`config.mk`:
```
export PLATFORM = sky130hd
export DESIGN_NAME = spes_sequencer
export DESIGN_NICKNAME = d
export VERILOG_FILES = /design/src/spes_pkg.sv /design/src/spes_sequencer.sv /design/src/spes_speed_test.sv
export SDC_FILE = /design/constraint.sdc
export NUM_CORES = 1
export LEC_CHECK = 0
export BUFFER_PORTS_ARGS = -buffer_cell sky130_fd_sc_hd__buf_2
export CAP_MARGIN = 30
export CORE_AREA = 2 2 84 86
export CTS_BUF_LIST = sky130_fd_sc_hd__clkbuf_16
export DETAILED_ROUTE_END_ITERATION = 6
export DIE_AREA = 0 0 86 88
export PLACE_DENSITY = 0.84
export SLEW_MARGIN = 0
export SYNTH_ARGS = -nofsm -noshare
export SYNTH_HDL_FRONTEND = slang
export SYNTH_SLANG_ARGS = --single-unit
export TNS_END_PERCENT = 100
```
`constraint.sdc`:
```
create_clock -name sys_clk -period 3.5 [get_ports sys_clk]
set_clock_uncertainty 0.15 [all_clocks]
set_input_delay 0 -clock sys_clk [delete_from_list [all_inputs] [get_ports sys_clk]]
set_output_delay 0 -clock sys_clk [all_outputs]
set_load 0.03 [all_outputs]
```
`src/spes_pkg.sv`:
```
package spes_pkg;
	// Core clock rate
	localparam int unsigned CLK_HZ = 250000000;
	// Power-up delay after main power appears
	localparam int unsigned READY_DELAY_MS = 1500;
	localparam longint unsigned READY_DELAY_CYC_L = longint'(CLK_HZ) * READY_DELAY_MS / 1000;
	localparam int unsigned READY_DELAY_CYC = int'(READY_DELAY_CYC_L);
	localparam int unsigned CNT_W = 32;

	// Control mode encoding
	localparam logic [2:0] MODE_POSITION = 3'h0;
	localparam logic [2:0] MODE_ANALOG_SPEED = 3'h1;
	localparam logic [2:0] MODE_TORQUE = 3'h2;
	localparam logic [2:0] MODE_INTERNAL_SPEED = 3'h3;
	localparam logic [2:0] MODE_SPEED_TEST = 3'h4;
	localparam logic [2:0] MODE_JOG_TEST = 3'h5;
	localparam logic [2:0] MODE_FACTORY = 3'h6;

	// Speed setpoint in r/min, signed
	localparam int unsigned SPD_W = 16;
	localparam logic signed [SPD_W-1:0] SPD_ZERO = 16'sh0000;
	localparam logic signed [SPD_W-1:0] SPD_STEP = 16'sh0001;
	localparam logic signed [SPD_W-1:0] SPD_MAX = 16'sh1770;
	localparam logic signed [SPD_W-1:0] SPD_MIN = -16'sh1770;

	// Sequencer states
	typedef enum logic [1:0] {
		SPES_OFF = 2'b00,
		SPES_WAIT = 2'b01,
		SPES_READY = 2'b10
	} spes_state_t;

	// Keypad events for the test-speed setting
	typedef struct packed {
		logic enter;
		logic leave;
		logic up;
		logic down;
	} spes_key_t;

	// Drive command towards the inverter
	typedef struct packed {
		logic inverter_on;
		logic signed [SPD_W-1:0] speed;
		logic speed_test_active;
	} spes_drive_t;
endpackage

```
`src/spes_sequencer.sv`:
```
`timescale 1ns/1ps
module spes_sequencer #(
	parameter int unsigned READY_DELAY_CYC = spes_pkg::READY_DELAY_CYC
) (
	input wire logic sys_clk,
	input wire logic sys_rst,
	input wire logic main_power_ok,
	input wire logic servo_enable,
	input wire logic alarm_active,
	input wire logic [2:0] control_mode_select,
	input wire spes_pkg::spes_key_t keys,
	output logic servo_ready,
	output logic inverter_on,
	output logic signed [spes_pkg::SPD_W-1:0] speed_command,
	output logic clockwise,
	output logic speed_test_active,
	output logic show_s_mark,
	output logic in_speed_setting
);
	spes_pkg::spes_state_t state;
	spes_pkg::spes_state_t next_state;
	logic [spes_pkg::CNT_W-1:0] cnt;
	logic [spes_pkg::CNT_W-1:0] next_cnt;
	logic [2:0] mode_q;
	logic mode_changed;
	logic test_mode;
	logic next_inverter_on;
	logic signed [spes_pkg::SPD_W-1:0] next_speed_command;
	logic signed [spes_pkg::SPD_W-1:0] test_speed_setpoint;
	spes_pkg::spes_drive_t drv;

	// Mode decode; jog shares the no-external-signal behaviour
	assign test_mode = control_mode_select == spes_pkg::MODE_SPEED_TEST
		|| control_mode_select == spes_pkg::MODE_JOG_TEST;
	assign mode_changed = speed_test_active && control_mode_select != mode_q;

	// Power-up sequencer; counting from zero gives a fixed, repeatable delay
	always_comb begin
		next_state = state;
		next_cnt = cnt;
		case (state)
			spes_pkg::SPES_OFF: begin
				next_cnt = '0;
				if (main_power_ok) begin
					next_state = spes_pkg::SPES_WAIT;
				end
			end
			spes_pkg::SPES_WAIT: begin
				if (cnt >= READY_DELAY_CYC - 1) begin
					next_state = spes_pkg::SPES_READY;
				end else begin
					next_cnt = cnt + 1'b1;
				end
			end
			spes_pkg::SPES_READY: begin
				next_cnt = '0;
			end
			default: begin
				next_state = spes_pkg::SPES_OFF;
				next_cnt = '0;
			end
		endcase
		if (!main_power_ok) begin
			next_state = spes_pkg::SPES_OFF;
			next_cnt = '0;
		end
	end

	always_ff @(posedge sys_clk) begin
		if (sys_rst) begin
			state <= spes_pkg::SPES_OFF;
			cnt <= '0;
		end else begin
			state <= next_state;
			cnt <= next_cnt;
		end
	end

	// Ready drops combinationally with main power so there is no lag cycle
	assign servo_ready = state == spes_pkg::SPES_READY && main_power_ok;

	spes_speed_test spes_speed_test_i (
		.sys_clk(sys_clk),
		.sys_rst(sys_rst),
		.active(speed_test_active),
		.mode_changed(mode_changed),
		.keys(keys),
		.test_speed_setpoint(test_speed_setpoint),
		.in_setting(in_speed_setting),
		.show_s_mark(show_s_mark)
	);

	// Drive decision; alarm always wins so the motor coasts
	always_comb begin
		drv.speed_test_active = control_mode_select == spes_pkg::MODE_SPEED_TEST
			&& servo_ready && !alarm_active;
		drv.inverter_on = 1'b0;
		drv.speed = spes_pkg::SPD_ZERO;
		if (servo_ready && !alarm_active) begin
			if (test_mode) begin
				drv.inverter_on = 1'b1;
			end else begin
				drv.inverter_on = servo_enable;
			end
		end
		if (drv.speed_test_active && !mode_changed) begin
			drv.speed = test_speed_setpoint;
		end
		next_inverter_on = drv.inverter_on;
		next_speed_command = drv.speed;
	end

	// Inverter and command are registered; main loss and alarm also gate the inverter combinationally
	logic inverter_q;
	always_ff @(posedge sys_clk) begin
		if (sys_rst) begin
			inverter_q <= 1'b0;
			speed_command <= spes_pkg::SPD_ZERO;
			speed_test_active <= 1'b0;
			mode_q <= spes_pkg::MODE_POSITION;
		end else begin
			inverter_q <= next_inverter_on;
			speed_command <= next_speed_command;
			speed_test_active <= drv.speed_test_active;
			mode_q <= control_mode_select;
		end
	end

	assign inverter_on = inverter_q && main_power_ok && !alarm_active;
	assign clockwise = speed_command > spes_pkg::SPD_ZERO;

	property p_no_ready_without_main;
		@(posedge sys_clk) disable iff (sys_rst)
		!main_power_ok |-> !servo_ready && !inverter_on;
	endproperty
	a_no_ready_without_main: assert property (p_no_ready_without_main) else $error("ready without main");

	property p_ready_rise;
		@(posedge sys_clk) disable iff (sys_rst)
		$rose(servo_ready) |-> $past(state) == spes_pkg::SPES_WAIT
			&& $past(cnt) == READY_DELAY_CYC - 1;
	endproperty
	a_ready_rise: assert property (p_ready_rise) else $error("ready rose early");

	property p_enable_on;
		@(posedge sys_clk) disable iff (sys_rst)
		(servo_ready && servo_enable && !alarm_active && !test_mode) ##1
			(main_power_ok && !alarm_active) |-> inverter_on;
	endproperty
	a_enable_on: assert property (p_enable_on) else $error("enable ignored");

	property p_alarm_off;
		@(posedge sys_clk) disable iff (sys_rst)
		alarm_active |-> !inverter_on;
	endproperty
	a_alarm_off: assert property (p_alarm_off) else $error("inverter on in alarm");

	property p_on_needs_ready;
		@(posedge sys_clk) disable iff (sys_rst)
		$rose(inverter_on) |-> $past(servo_ready);
	endproperty
	a_on_needs_ready: assert property (p_on_needs_ready) else $error("inverter on before ready");

	property p_test_no_enable;
		@(posedge sys_clk) disable iff (sys_rst)
		(servo_ready && test_mode && !alarm_active) ##1 (main_power_ok && !alarm_active)
			|-> inverter_on;
	endproperty
	a_test_no_enable: assert property (p_test_no_enable) else $error("test mode not driving");

	property p_speed_zero_stop;
		@(posedge sys_clk) disable iff (sys_rst)
		(speed_test_active && !mode_changed && test_speed_setpoint == spes_pkg::SPD_ZERO
			&& control_mode_select == spes_pkg::MODE_SPEED_TEST && servo_ready
			&& !alarm_active) |=> speed_command == spes_pkg::SPD_ZERO && speed_test_active;
	endproperty
	a_speed_zero_stop: assert property (p_speed_zero_stop) else $error("zero setpoint moved");

	property p_main_loss;
		@(posedge sys_clk) disable iff (sys_rst)
		$fell(main_power_ok) |=> state == spes_pkg::SPES_OFF && cnt == '0;
	endproperty
	a_main_loss: assert property (p_main_loss) else $error("delay not restarted");

	// Mode 4 with ready and no alarm must enter speed test-run on the next edge
	property p_test_run_entry;
		@(posedge sys_clk) disable iff (sys_rst)
		(control_mode_select == spes_pkg::MODE_SPEED_TEST && servo_ready && !alarm_active)
			|=> speed_test_active;
	endproperty
	a_test_run_entry: assert property (p_test_run_entry) else $error("test-run not entered");

	property p_other_mode_idle;
		@(posedge sys_clk) disable iff (sys_rst)
		control_mode_select != spes_pkg::MODE_SPEED_TEST |=> !speed_test_active;
	endproperty
	a_other_mode_idle: assert property (p_other_mode_idle) else $error("test-run in other mode");

	// The command lags the keypad setpoint by exactly one edge
	property p_speed_follows;
		@(posedge sys_clk) disable iff (sys_rst)
		(speed_test_active && !mode_changed && control_mode_select == spes_pkg::MODE_SPEED_TEST
			&& servo_ready && !alarm_active) |=> speed_command == $past(test_speed_setpoint);
	endproperty
	a_speed_follows: assert property (p_speed_follows) else $error("command not at setpoint");

	property p_mode_change_speed;
		@(posedge sys_clk) disable iff (sys_rst)
		mode_changed |=> speed_command == spes_pkg::SPD_ZERO;
	endproperty
	a_mode_change_speed: assert property (p_mode_change_speed) else $error("mode change moved");

	// Enable held through power-up must not reach the inverter before ready
	property p_off_before_ready;
		@(posedge sys_clk) disable iff (sys_rst)
		!servo_ready |=> !inverter_on;
	endproperty
	a_off_before_ready: assert property (p_off_before_ready) else $error("inverter before ready");
endmodule

```
`src/spes_speed_test.sv`:
```
`timescale 1ns/1ps
module spes_speed_test (
	input wire logic sys_clk,
	input wire logic sys_rst,
	input wire logic active,
	input wire logic mode_changed,
	input wire spes_pkg::spes_key_t keys,
	output logic signed [spes_pkg::SPD_W-1:0] test_speed_setpoint,
	output logic in_setting,
	output logic show_s_mark
);
	logic signed [spes_pkg::SPD_W-1:0] next_test_speed_setpoint;
	logic next_in_setting;

	// Step the setpoint with saturation at the speed limits
	function automatic logic signed [spes_pkg::SPD_W-1:0] step_spd(
		input logic signed [spes_pkg::SPD_W-1:0] v,
		input logic up
	);
		logic signed [spes_pkg::SPD_W-1:0] r;
		r = v;
		if (up && v < spes_pkg::SPD_MAX) begin
			r = v + spes_pkg::SPD_STEP;
		end else if (!up && v > spes_pkg::SPD_MIN) begin
			r = v - spes_pkg::SPD_STEP;
		end
		return r;
	endfunction

	// Setpoint updates; deactivation and mode change force zero so motor stops, leave keeps the setpoint
	always_comb begin
		next_test_speed_setpoint = test_speed_setpoint;
		next_in_setting = in_setting;
		if (!active || mode_changed) begin
			next_test_speed_setpoint = spes_pkg::SPD_ZERO;
			next_in_setting = 1'b0;
		end else if (keys.enter && !in_setting) begin
			next_test_speed_setpoint = spes_pkg::SPD_ZERO;
			next_in_setting = 1'b1;
		end else if (keys.leave) begin
			next_in_setting = 1'b0;
		end else if (in_setting && keys.up && !keys.down) begin
			next_test_speed_setpoint = step_spd(test_speed_setpoint, 1'b1);
		end else if (in_setting && keys.down && !keys.up) begin
			next_test_speed_setpoint = step_spd(test_speed_setpoint, 1'b0);
		end
	end

	always_ff @(posedge sys_clk) begin
		if (sys_rst) begin
			test_speed_setpoint <= spes_pkg::SPD_ZERO;
			in_setting <= 1'b0;
		end else begin
			test_speed_setpoint <= next_test_speed_setpoint;
			in_setting <= next_in_setting;
		end
	end

	// Positive value shown with leading S
	assign show_s_mark = test_speed_setpoint > spes_pkg::SPD_ZERO;

	property p_reenter_clears;
		@(posedge sys_clk) disable iff (sys_rst)
		(active && !mode_changed && keys.enter && !in_setting)
			|=> (test_speed_setpoint == spes_pkg::SPD_ZERO && in_setting);
	endproperty
	a_reenter_clears: assert property (p_reenter_clears) else $error("reentry kept old setpoint");

	property p_mode_change_stop;
		@(posedge sys_clk) disable iff (sys_rst)
		mode_changed |=> test_speed_setpoint == spes_pkg::SPD_ZERO;
	endproperty
	a_mode_change_stop: assert property (p_mode_change_stop) else $error("mode change kept speed");
endmodule
```
== Yosys cells after proc, flatten, opt, wreduce, memory -nomap -nowiden ==
Index checks and enable logic that the tools add are counted.
Widths: inputs -> output; s select.
Cells by class
  equal/unequal tests: 7
  bitwise gates (word level): 6
  order comparisons: 5
  $add $sub $neg: 3
  muxes and demuxes: 9
  reduce and logical (&&, ||, !) cells: 33
Operator list (number)
  $mux 16: 4
  $add 32x1->32 const B: 1
  $ge 32x29->1 const B: 1
  $gt 16x1->1 const B: 2
  $add 16x2->16 const B: 1
  $gt 16x14->1 const B: 1
  $lt 16x14->1 const B: 1
  $sub 16x2->16 const B: 1
  $logic_and 1x1->1: 13
  $reduce_or 2->1: 4
  $eq 3x3->1 const B: 2
  $logic_not 1->1: 6
  $not 1->1: 6
  $pmux 2 s3: 1
  $reduce_bool 2->1: 3
  $reduce_or 3->1: 2
  $ne 2x2->1 const B: 2
  $reduce_and 4->1: 1
  $mux 1: 3
  $ne 3x3->1: 1
  $eq 2x1->1 const B: 1
  $eq 2x2->1 const B: 1
  $logic_not 2->1: 1
  $logic_or 1x1->1: 2
  2 further kinds: 2
Word-level totals
  output and inout port bits: 22
  flip-flop bits (word level): 72
  word-level logic and storage cells: 71

== Logic depth before layout (Yosys ltp) ==
Gate-level depths: netlist of the first run.
  word-level depth: 7
  mapped depth: 10

== Cells and area by module ==
Synthesis of the first run repeated with hierarchy kept, for this count alone.
Unflattened totals
  cells, all modules: 455
  area total of the unflattened synthesis: 3863.7 µm²
By module, submodules not included
  spes_sequencer: times used 1, cells each 258, area an instance 2368.5 µm², seq. area each 1101.1 µm²
  spes_speed_test: times used 1, cells each 197, area an instance 1495.2 µm², seq. area each 340.3 µm²

== Worst setup path after synthesis of the first run ==
No wires, ideal clock.
  path kind: register to register
  from: register spes_speed_test_i.in_setting
  to: register spes_speed_test_i.test_speed_setpoint[15] (netlist name)
  stages on the path, launching flop included: 10
  required time: 3.291 ns
  slack: 0.354 ns
  arrival: 2.936 ns
  path buffers: 0
  library setup time: 0.059 ns
  clock period less this slack: 3.146 ns
  path through: dfxtp_1 nand3b_1 ha_1 nand2_1 o311ai_0 a21oi_1 o2111ai_1 o21ai_0 or4_1 nand2_1
Between the ends
  cells in the longest elaborated chain, start to end: 4
  elaborated cells between the ends (all ways): 12
  classes of those cells: eq/ne: 1; mux: 1; reduce/logical: 10
Ends and longest elaborated chain
  start, declared: line spes_speed_test.sv:9  | output logic in_setting,
  start signal, assigned: line spes_speed_test.sv:55  | in_setting <= next_in_setting;
  $logic_and 1x1->1 (on tied branches) (2 in a row): line spes_speed_test.sv:42, spes_speed_test.sv:44
  $ne 2x2->1 (no source line) / $reduce_bool 2->1 (equally long branches)
  $reduce_and 4->1 (no source line)
  end signal, assigned: line spes_speed_test.sv:51  | test_speed_setpoint <= spes_pkg::SPD_ZERO;
  end signal, assigned: line spes_speed_test.sv:54  | test_speed_setpoint <= next_test_speed_setpoint;
  end, declared: line spes_speed_test.sv:8  | output logic signed [spes_pkg::SPD_W-1:0] test_speed_setpoint,
Parallel ways exist; a longest one is shown, timed or not.
A chain may end at the register's enable or synchronous reset.

== Final worst setup path of the first run ==
  from: register spes_speed_test_i.in_setting
  to: register spes_speed_test_i.test_speed_setpoint[13] (netlist name)
The elaborated chain is that of the path after synthesis.

==> impl_metrics.csv, run 1 <==
group,metric,value,unit
layout,n_antenna_cell,0,
cts,clk_latency,330,ps
synthesis,async_reset_ff_share,0,%
synthesis,yosys_warnings,0,
global_route,grt_overflow,0,
routing,drc,0,
routing,drtIter0Drc,102,
sta,whs,163,ps
synthesis,ys_ff_latch,72,
synthesis,synth.yosys.seq_area_share,40.1,%
sta,grt_setup_unrepaired,"false",
synthesis,synth_edf_count,0,
power,p_leak,1.71,nW
floorplanning,dieArea,7570,um^2
sta,hold_viol,0,
routing,drt-total-wl,8100,um
sta,finalSetupViolations,0,
floorplanning,ios,34,
cts,cts_buffers,9,
layout,area_delta_synth_final,18.5,%
sta,slew_viol_final,0,
layout,drive_gt1_share,14.1,%
layout,final_nets,476,
power,power.density,430,nW/um^2
floorplanning,die_h,88,um
global_route,antenna_found_initial,0,
routing,final_antenna_net_count,0,
synthesis,synth_area,3590,um^2
run_status,status,"finished clean",
global_route,grtUsageTotal,22.5,%
setup_path,arrival,3280,ps
synthesis,synth_cell_types,53,
setup_path,worstSetupPathType,"reg -> reg",
sta,worst_pin_slew,1010,ps
setup_path,slowest_delay,510,ps
cts,cts_tree,"yes",
placed_design,dp_hpwl,5520,um
placed_design,gp_congestion,0.930,
floorplanning,die_w,86,um
sta,period_minus_slack,3170,ps
placed_design,port_buffers,33,
cts,cts_resized,0,
sta,max_slew_margin,32.9,%
floorplanning,start_util,54.0,%
synthesis,avgSynthCellArea,9.00,um^2
floorplanning,core,6640,um^2
setup_path,worstPathRequired,3610,ps
setup_path,crit_buf_inv,0,
cts,clock_sinks,72,
sta,min_period_over_period,90.6,%
setup_path,endpoint_kind,"flop",
routing,drt_first_pass_iters,5,
cts,clockBufferDepth,2,
cts,path_clk_slew,60,ps
setup_path,critPathSlowestCell,"ha_1",
global_route,grt_max_degree,33,
setup_path,crit_fanout,9,
layout,final_common_cell,"dfxtp_1",
setup_path,startpoint_type,"flop",
setup_path,path_cells,"nand3b_1, ha_1, nand2_1, o311ai_0, a21oi_1, o21ai_0, a311o_1, nand4_1, a21oi_1",
cts,post-cts-setup-buffers,0,
global_route,grt_first_pass_wirelength,13500,um
synthesis,synthCells,399,
routing,wire_per_inst,15.2,um
layout,layout.cells.most_common_list,"72 x dfxtp_1, 55 x nor2_1, 33 x buf_2, 28 x xor2_1",
setup_path,path_delay_family,"compound AO/OA/AOI/OAI gates",
setup_path,critPathMostFrequentCell,"a21oi_1",
power,ir_drop,0.307,mV
floorplanning,rows,30,
synthesis,synth_flop_cell,"dfxtp_1",
cts,htreeDepth,3,
sta,fmax,0.316,GHz
routing,viasPerCell,5.68,
global_route,grt_pass1_vias,2985,
synthesis,syn-num-nets,427,
routing,vias,3030,
flow_run,cap_violations,0,
sta,finalSetupTns,0,ps
min_path,hold_path_class,"in -> reg",
cts,root_buffer,"clkbuf_16",
-- stage by stage --
stage	total power, W	instance area (um^2)	setup slack, ps	utilization [%]	cells
2_1_floorplan	0.000854	3590	354	-	399
3_3_place_gp	0.000863	3830	561	57.7	507
3_5_place_dp	0.000865	3830	421	57.7	507
4_1_cts	0.00184	4260	393	64.0	533
5_1_grt	0.00188	4260	125	64.0	533
6_report	0.00183	4260	331	64.0	533
-- sequential cells by signal, summed over array words and instances (netlist names) --
register	cells
speed_command	16
spes_speed_test_i.test_speed_setpoint	16
speed_test_active	1
mode_q	3
spes_speed_test_i.in_setting	1
cnt	32
state	2
inverter_q	1
-- final timing paths --
check	start	end	slack (ps)	depth (start not counted)
max	spes_speed_test_i.in_setting	spes_speed_test_i.test_speed_setpoint[13]	330	9
min	keys[0]	spes_speed_test_i.test_speed_setpoint[13]	160	6
max reg2reg	spes_speed_test_i.in_setting	spes_speed_test_i.test_speed_setpoint[13]	330	9
min reg2reg	cnt[30]	cnt[30]	290	2
-- area by class of cell --
class | count | area [um^2]
fill | 532 | 2390
multi-input combinational | 306 | 2050
sequential | 72 | 1440
timing repair buffer | 47 | 295
clock buffer | 9 | 225
tap | 80 | 100
clock inverter | 7 | 96.3
inverter | 12 | 45.0
-- power by group --
part / internal (W) / total (W) / switching [W]
Combinational: 0.0000164 / 0.0000294 / 0.0000131
Sequential: 0.000822 / 0.000824 / 0.00000176
Clock: 0.000625 / 0.000976 / 0.000352
Total: 0.00146 / 0.00183 / 0.000366
-- tightest hold or removal path: stages --
cell and delay [ps]:
buf_2 100, nor2b_1 40, o21ai_0 190, a211oi_2 110
nand4_1 100, a21oi_1 50
-- cell usage after synthesis, types with 2 or more instances --
cell type | count | share of area [%]
dfxtp_1 | 72 | 40
nor2_1 | 55 | 5.7
xor2_1 | 28 | 6.8
and2_1 | 19 | 3.3
nand2_1 | 19 | 2.0
nand3_1 | 17 | 2.4
ha_1 | 15 | 5.2
a21oi_1 | 14 | 2.0
xnor2_1 | 14 | 3.4
inv_1 | 12 | 1.3
mux2i_1 | 11 | 3.1
o21ai_0 | 10 | 1.4
nor3_1 | 9 | 1.3
a21o_1 | 8 | 1.7
and3_1 | 8 | 1.4
nand4_1 | 8 | 1.4
nor2b_1 | 8 | 1.4
a211oi_1 | 5 | 1.0
a31oi_1 | 5 | 0.87
clkbuf_1 | 5 | 0.52
nand2b_1 | 4 | 0.70
o21a_1 | 4 | 0.84
and4_1 | 3 | 0.73
nor3b_1 | 3 | 0.63
nor4_1 | 3 | 0.52
o2111ai_1 | 3 | 0.73
or4_1 | 3 | 0.63
a21boi_0 | 2 | 0.42
a311o_1 | 2 | 0.56
a41oi_1 | 2 | 0.49
and3_2 | 2 | 0.42
buf_6 | 2 | 0.63
nand3b_1 | 2 | 0.42
o211a_1 | 2 | 0.56
or3b_2 | 2 | 0.49
-- cells by family after synthesis --
| family | share of synthesized area (%) |
|---|---|
| and+or+nand+nor | 25.1 |
| buffers and inverters | 2.86 |
| xor gates and xnor gates | 10.2 |
| DFF | 40.1 |
| AOI/OAI and AO/OA | 12.8 |
| muxes | 3.07 |
| adders and majority gates | 5.78 |
-- layer usage --
metal	up-vias	share of wire [%]	track usage [%]
met5	-	0	0
met2	76	51	38.7
met1	1415	42	25.9
li1	1509	-	-
met4	0	3.8	15.2
met3	30	3.2	3.49
-- timing repair --
item	CTS	global route
endpoints found under the setup margin	0	0
hold buffers	10	0
endpoints found under the hold margin	8	0
Note: power is estimated with default switching activity, not from simulation.
==> run 2, diff against run 1 <==
--- a/config.mk
+++ b/config.mk
@@ -8,12 +8,13 @@
 export BUFFER_PORTS_ARGS = -buffer_cell sky130_fd_sc_hd__buf_2
 export CAP_MARGIN = 30
-export CORE_AREA = 2 2 84 86
+export CORE_AREA = 2 2 87 89
 export CTS_BUF_LIST = sky130_fd_sc_hd__clkbuf_16
 export DETAILED_ROUTE_END_ITERATION = 6
-export DIE_AREA = 0 0 86 88
-export PLACE_DENSITY = 0.84
+export DIE_AREA = 0 0 89 91
+export PLACE_DENSITY = 0.83
 export SLEW_MARGIN = 0
 export SYNTH_ARGS = -nofsm -noshare
 export SYNTH_HDL_FRONTEND = slang
+export SYNTH_HIERARCHICAL = 1
 export SYNTH_SLANG_ARGS = --single-unit
 export TNS_END_PERCENT = 100
--- a/constraint.sdc
+++ b/constraint.sdc
@@ -3,3 +3,3 @@
 set_input_delay 0 -clock sys_clk [delete_from_list [all_inputs] [get_ports sys_clk]]
 set_output_delay 0 -clock sys_clk [all_outputs]
-set_load 0.03 [all_outputs]
+set_load 0.005 [all_outputs]
==> run 2 against run 1 <==
  * Largest cell class unchanged
  * Setup slack improved by 210 ps
  * Largest power group unchanged
  * Maximum frequency increased by 6.9%
  * Register-to-register slack improved by 210 ps
  * First-iteration DRC count is 100% higher
  * Die area increased by 7.0%
  * Final area grew 7.2%
  * Critical path depth rose by 1
  * Clock-buffer cell count stayed put
  * Sequential power barely moved
  * Sequential share of layout area down 2.3 points
  * Utilization is 0.13 points lower
  * Global-route usage is 0.94 points higher
==> impl_metrics.csv, run 2 <==
group,metric,value,unit
run_status,status,"finished clean",
layout,final_common_cell,"dfxtp_1",
synthesis,async_reset_ff_share,0,%
routing,drt-total-wl,8920,um
routing,drtIter0Drc,207,
sta,worst_pin_slew,669,ps
routing,drc,0,
floorplanning,die_h,91,um
layout,n_antenna_cell,0,
synthesis,synth.yosys.seq_area_share,37.3,%
global_route,grt_use_met1,31.1,%
setup_path,crit_fanout,15,
placed_design,port_buffers,33,
sta,grt_setup_unrepaired,"false",
floorplanning,die_w,89,um
synthesis,synth_edf_count,0,
placed_design,dp_hpwl,6080,um
global_route,grt_overflow,0,
layout,top_register,"cnt",
cts,root_buffer,"clkbuf_16",
layout,multi_input_area,2280,um^2
power,internal_power,0.00153,W
floorplanning,rows,31,
sta,period_minus_slack,2960,ps
cts,clock_sinks,72,
sta,whs,115,ps
floorplanning,start_util,54.1,%
setup_path,worstPathRequired,3590,ps
power,combPwrFrac,1.6,%
placed_design,dpl_worst_slack,134,ps
layout,top_regs,"cnt (32), speed_command (16), spes_speed_test_i/test_speed_setpoint (16)",
synthesis,synth_flop_cell,"dfxtp_1",
setup_path,endpoint_kind,"flop",
power,p_seq_share,43.6,%
sta,slew_viol_final,0,
sta,setup_ws,536,ps
global_route,grt_first_pass_wirelength,15400,um
global_route,grt_util_met3,4.00,%
sta,finalSetupTns,0,ps
global_route,grt_max_degree,18,
synthesis,synth.largest_area_cell,"dfxtp_1",
placed_design,gp_congestion,0.935,
layout,layout.cells.most_common_list,"72 x dfxtp_1, 41 x nor2_1, 35 x nand2_1, 35 x a21oi_1, 33 x buf_2",
layout,num-fill-cells,609,
cts,clk_latency,330,ps
floorplanning,dieArea,8100,um^2
global_route,grt_pass1_vias,3436,
min_path,min_from,"alarm_active",
setup_path,worstSetupPathType,"reg -> reg",
layout,area_delta_synth_final,18.1,%
cts,cts_tree,"yes",
routing,vias,3574,
setup_path,arrival,3060,ps
setup_path,r2r-end,"spes_speed_test_i/test_speed_setpoint[15]",
routing,drt_first_pass_iters,5,
setup_path,r2r-start,"spes_speed_test_i/in_setting",
global_route,busiest_layer,"met2",
synthesis,yosys_warnings,6,
min_path,min_to,"inverter_on",
setup_path,startpoint_type,"flop",
layout,drive_gt1_share,13.6,%
synthesis,synth_area_leaders,"dfxtp_1 37%, ha_1 4.9%, a21oi_1 4.5%, xor2_1 4.3%, nor2_1 4.0%",
cts,clockBufferDepth,2,
routing,wire_per_inst,14.7,um
cts,htreeDepth,3,
global_route,grtUsageTotal,23.5,%
power,switchingPower,0.000360,W
routing,final_antenna_net_count,0,
min_path,whs_path_depth,3,
layout,largest_reg_flops,32,
layout,register_area,1440,um^2
sta,hold_viol,0,
sta,fmax,0.337,GHz
min_path,hold_path_class,"in -> out",
power,power.density,414,nW/um^2
flow_run,cap_violations,0,
synthesis,yosysMostFrequentCell,"dfxtp_1",
synthesis,synth.top_cells.by_count,"72 x dfxtp_1, 41 x nor2_1, 35 x a21oi_1, 35 x nand2_1",
power,ir_drop,0.287,mV
placed_design,dp.cells,576,
synthesis,synth_area,3860,um^2
setup_path,r2r_cells,10,
layout,final_cells,606,
sta,finalSetupViolations,0,
layout,final_nets,530,
global_route,grt_util_met2,37.7,%
synthesis,synth_cell_types,59,
power,swShare,19.1,%
floorplanning,ios,34,
synthesis,avgSynthCellArea,8.49,um^2
synthesis,ys_ff_latch,72,
synthesis,synthCells,455,
floorplanning,core,7140,um^2
setup_path,r2r_slack,540,ps
synthesis,yosysTopAreaCellShare,37.3,%
sta,max_slew_margin,54.2,%
global_route,antenna_found_initial,0,
power,p_leak,1.80,nW
cts,path_clk_slew,50,ps
sta,min_period_over_period,84.7,%
routing,viasPerCell,5.90,
power,pwr-share-clk,54.8,%
cts,cts_buffers,9,
synthesis,syn-num-nets,483,
-- run 2: cell types whose count changed in the layout (fill, tap and decap cells not counted), moves of 5 or more --
cell / previous run / this run
o21ai_0: 10 / 16
nand2b_1: 4 / 9
or3_1: 1 / 12
xnor2_1: 14 / 5
mux2i_1: 11 / 0
nand2_1: 19 / 35
nor2_1: 55 / 41
inv_1: 13 / 19
a211oi_1: 4 / 9
a21oi_1: 14 / 35
nand4_1: 8 / 15
xor2_1: 28 / 19
-- run 2: how the worst max path moves through the flow --
stage	start	to	slack, ps
floorplan	spes_speed_test_i/in_setting	spes_speed_test_i/test_speed_setpoint[10]	620
global placement	spes_speed_test_i/in_setting	spes_speed_test_i/test_speed_setpoint[10]	310
detailed placement	spes_speed_test_i/in_setting	spes_speed_test_i/test_speed_setpoint[10]	130
CTS	spes_speed_test_i/in_setting	spes_speed_test_i/test_speed_setpoint[15]	140
global route	spes_speed_test_i/in_setting	spes_speed_test_i/test_speed_setpoint[15]	340
finish	spes_speed_test_i/in_setting	spes_speed_test_i/test_speed_setpoint[15]	540
-- run 2: layer usage --
| layer | wire, um | share of wire [%] |
|---|---|---|
| met2 | 4260 | 48 |
| met1 | 4020 | 45 |
| met5 | 0 | 0 |
| met3 | 491 | 5.5 |
| met4 | 150 | 1.7 |
-- run 2: final cells by class --
type,instances,area share [%]
clock buffers,9,4.94
clock inverters,7,2.44
inverters,18,1.48
multi-input cells,352,50.0
flip-flops and latches,72,31.6
well taps,99,2.72
repair buffers,49,6.86
-- run 2: power groups by stage --
| stage | sequential, W | combinational (W) | clock, W |
|---|---|---|---|
| 2_1_floorplan | 0.000842 | 0.0000108 | 0 |
| 3_3_place_gp | 0.000842 | 0.0000216 | 0 |
| 3_5_place_dp | 0.000842 | 0.0000226 | 0 |
| 4_1_cts | 0.000824 | 0.0000294 | 0.00104 |
| 5_1_grt | 0.000824 | 0.0000335 | 0.00108 |
| 6_report | 0.000824 | 0.0000300 | 0.00103 |
-- run 2: kinds of logic (layout without fill, tap and decap cells) --
logic type / Yosys count / count (layout) / share of synthesized area [%]
AND/OR/NAND/NOR: 207 / 207 / 30.4
AO/OA/AOI/OAI: 105 / 105 / 17.8
flip-flops: 72 / 72 / 37.3
buffers and inverters: 31 / 83 / 3.69
XOR/XNOR: 24 / 24 / 5.44
adder cells (fa/ha/maj): 16 / 16 / 5.38
-- run 2: timing repair --
item | in CTS | in global routing
resized for setup | 0 | 0
endpoints found under the setup margin | 0 | 4
setup buffers | 0 | 3
endpoints found under the hold margin | 8 | 0
hold buffers | 11 | 0
-- run 2: critical path, stage by stage, from the launching register on --
cell and delay (ps):
dfxtp_1 400, nand3b_1 100, buf_4 210, buf_4 150, ha_1 310, or2_2 300, a31oi_1 360, a2111oi_0 190
or3_1 430, nand3_1 90, nor3b_1 190
-- run 2: per-stage QoR --
step	cell area (um^2)	util (%)	power (W)
2_1_floorplan	3860	-	0.000852
3_3_place_gp	4090	57.3	0.000863
3_5_place_dp	4090	57.3	0.000865
4_1_cts	4540	63.6	0.00189
5_1_grt	4560	63.9	0.00194
6_report	4560	63.9	0.00189
==> run 3, diff against run 2 <==
clock period = 3.1 ns   (was 3.5 ns; I/O delays follow)
==> run 3 against run 2 <==
  * Worst hold slack got worse by 4.3 ps
  * Final area decreased by 0.74%
  * Wire length is 0.74% higher
==> impl_metrics.csv, run 3 (synthesized netlist as in run 2, its figures left out) <==
group,metric,value,unit
power,power.density,455,nW/um^2
sta,hold_viol,0,
floorplanning,start_util,54.1,%
floorplanning,core,7140,um^2
routing,drc,0,
cts,path_clk_slew,60,ps
flow_run,cap_violations,0,
layout,final_nets,528,
layout,top_regs,"cnt (32), speed_command (16), spes_speed_test_i/test_speed_setpoint (16)",
cts,cts_tree,"yes",
layout,largest_reg_flops,32,
floorplanning,die_h,91,um
cts,root_buffer,"clkbuf_16",
sta,period_minus_slack,2820,ps
cts,clk_latency,330,ps
power,p_leak,1.78,nW
sta,worst_pin_slew,568,ps
sta,slew_viol_final,0,
routing,drt_first_pass_iters,5,
global_route,grtUsageTotal,23.9,%
setup_path,endpoint_kind,"flop",
power,p_total,0.00206,W
sta,max_slew_margin,61.2,%
floorplanning,dieArea,8100,um^2
layout,layout.cells.most_common_list,"72 x dfxtp_1, 41 x nor2_1, 35 x nand2_1, 35 x a21oi_1, 33 x buf_2",
sta,grt_setup_unrepaired,"false",
floorplanning,rows,31,
routing,final_antenna_net_count,0,
layout,num-fill-cells,608,
power,ir_drop,0.301,mV
global_route,grt_pass1_vias,3417,
placed_design,port_buffers,33,
setup_path,startpoint_type,"flop",
routing,drtIter0Drc,240,
routing,drt-total-wl,8990,um
cts,htreeDepth,3,
layout,utilization,63.4,%
sta,fmax,0.355,GHz
cts,post-cts-setup-buffers,0,
setup_path,arrival,2900,ps
cts,cts_buffers,9,
sta,min_period_over_period,90.9,%
setup_path,worstPathRequired,3180,ps
global_route,grt_first_pass_wirelength,15700,um
routing,viasPerCell,5.93,
setup_path,worstSetupPathType,"reg -> reg",
sta,finalSetupTns,0,ps
layout,drive_gt1_share,13.9,%
routing,vias,3583,
cts,clock_sinks,72,
run_status,status,"finished clean",
global_route,antenna_found_initial,0,
min_path,hold_path_class,"in -> out",
setup_path,crit_fanout,16,
global_route,grt_overflow,0,
global_route,grt_max_degree,18,
placed_design,gp_congestion,0.900,
layout,final_common_cell,"dfxtp_1",
sta,whs,111,ps
sta,finalSetupViolations,0,
routing,wire_per_inst,14.9,um
layout,area_delta_synth_final,17.2,%
placed_design,dp_hpwl,6360,um
layout,n_antenna_cell,0,
layout,top_register,"cnt",
floorplanning,die_w,89,um
cts,clockBufferDepth,2,
floorplanning,ios,34,
## run 3: cell types whose count changed in the layout (fill, tap and decap cells not counted), sizes merged
cell,before,now
buf,38,37
clkinvlp,0,1
dlygate4sd3,11,10
bufinv,3,2
## run 3: stage by stage
stage,setup slack (ps),instances,cell area (um^2)
detailed placement,337,578,4110
finish,284,604,4530
global route,62.4,604,4530
global placement,438,578,4110
floorplan,222,455,3860
CTS,302,604,4530
## run 3: routing by layer
layer  track usage, %  wire length, um
met4             7.96              130
met3             3.91              640
met1             33.9             4060
met2             36.9             4150
met5                0                0
## run 3: what timing repair did
item	4_1_cts	5_1_grt
hold endpoints to repair	8	0
hold buffers	10	0
gates resized for setup	0	0
## run 3: power breakdown
part	switching (W)	internal (W)
Sequential	0.00000168	0.000929
Clock	0.000393	0.000705
Combinational	0.0000160	0.0000169
Total	0.000411	0.00165
## run 3: worst paths after layout
| path | start | endpoint | slack [ps] | cells past startpoint |
|---|---|---|---|---|
| worst min register to register | state[1] | state[0] | 320 | 1 |
| worst min-delay path | alarm_active | inverter_on | 110 | 3 |
| worst max-delay path | spes_speed_test_i/in_setting | spes_speed_test_i/test_speed_setpoint[13] | 280 | 9 |
| worst max register to register | spes_speed_test_i/in_setting | spes_speed_test_i/test_speed_setpoint[13] | 280 | 9 |
## run 3: area by class of cell
type                    count  area, um^2  area share (%)
clock inverters             7        95.1            2.10
repair buffers             47         295            6.52
well taps                  99         124            2.74
inverters                  18        67.6            1.49
flip-flops and latches     72        1440            31.8
clock buffers               9         225            4.97
multi-input cells         352        2280            50.3
## run 3: worst max-delay path, stage by stage (launching register included)
cell      delay [ps]
dfxtp_1          410
nand3b_1         100
buf_4            210
ha_1             340
or2_2            300
a31oi_1          320
a21oi_1          140
a221oi_1         340
xor2_1           140
a211oi_1         280
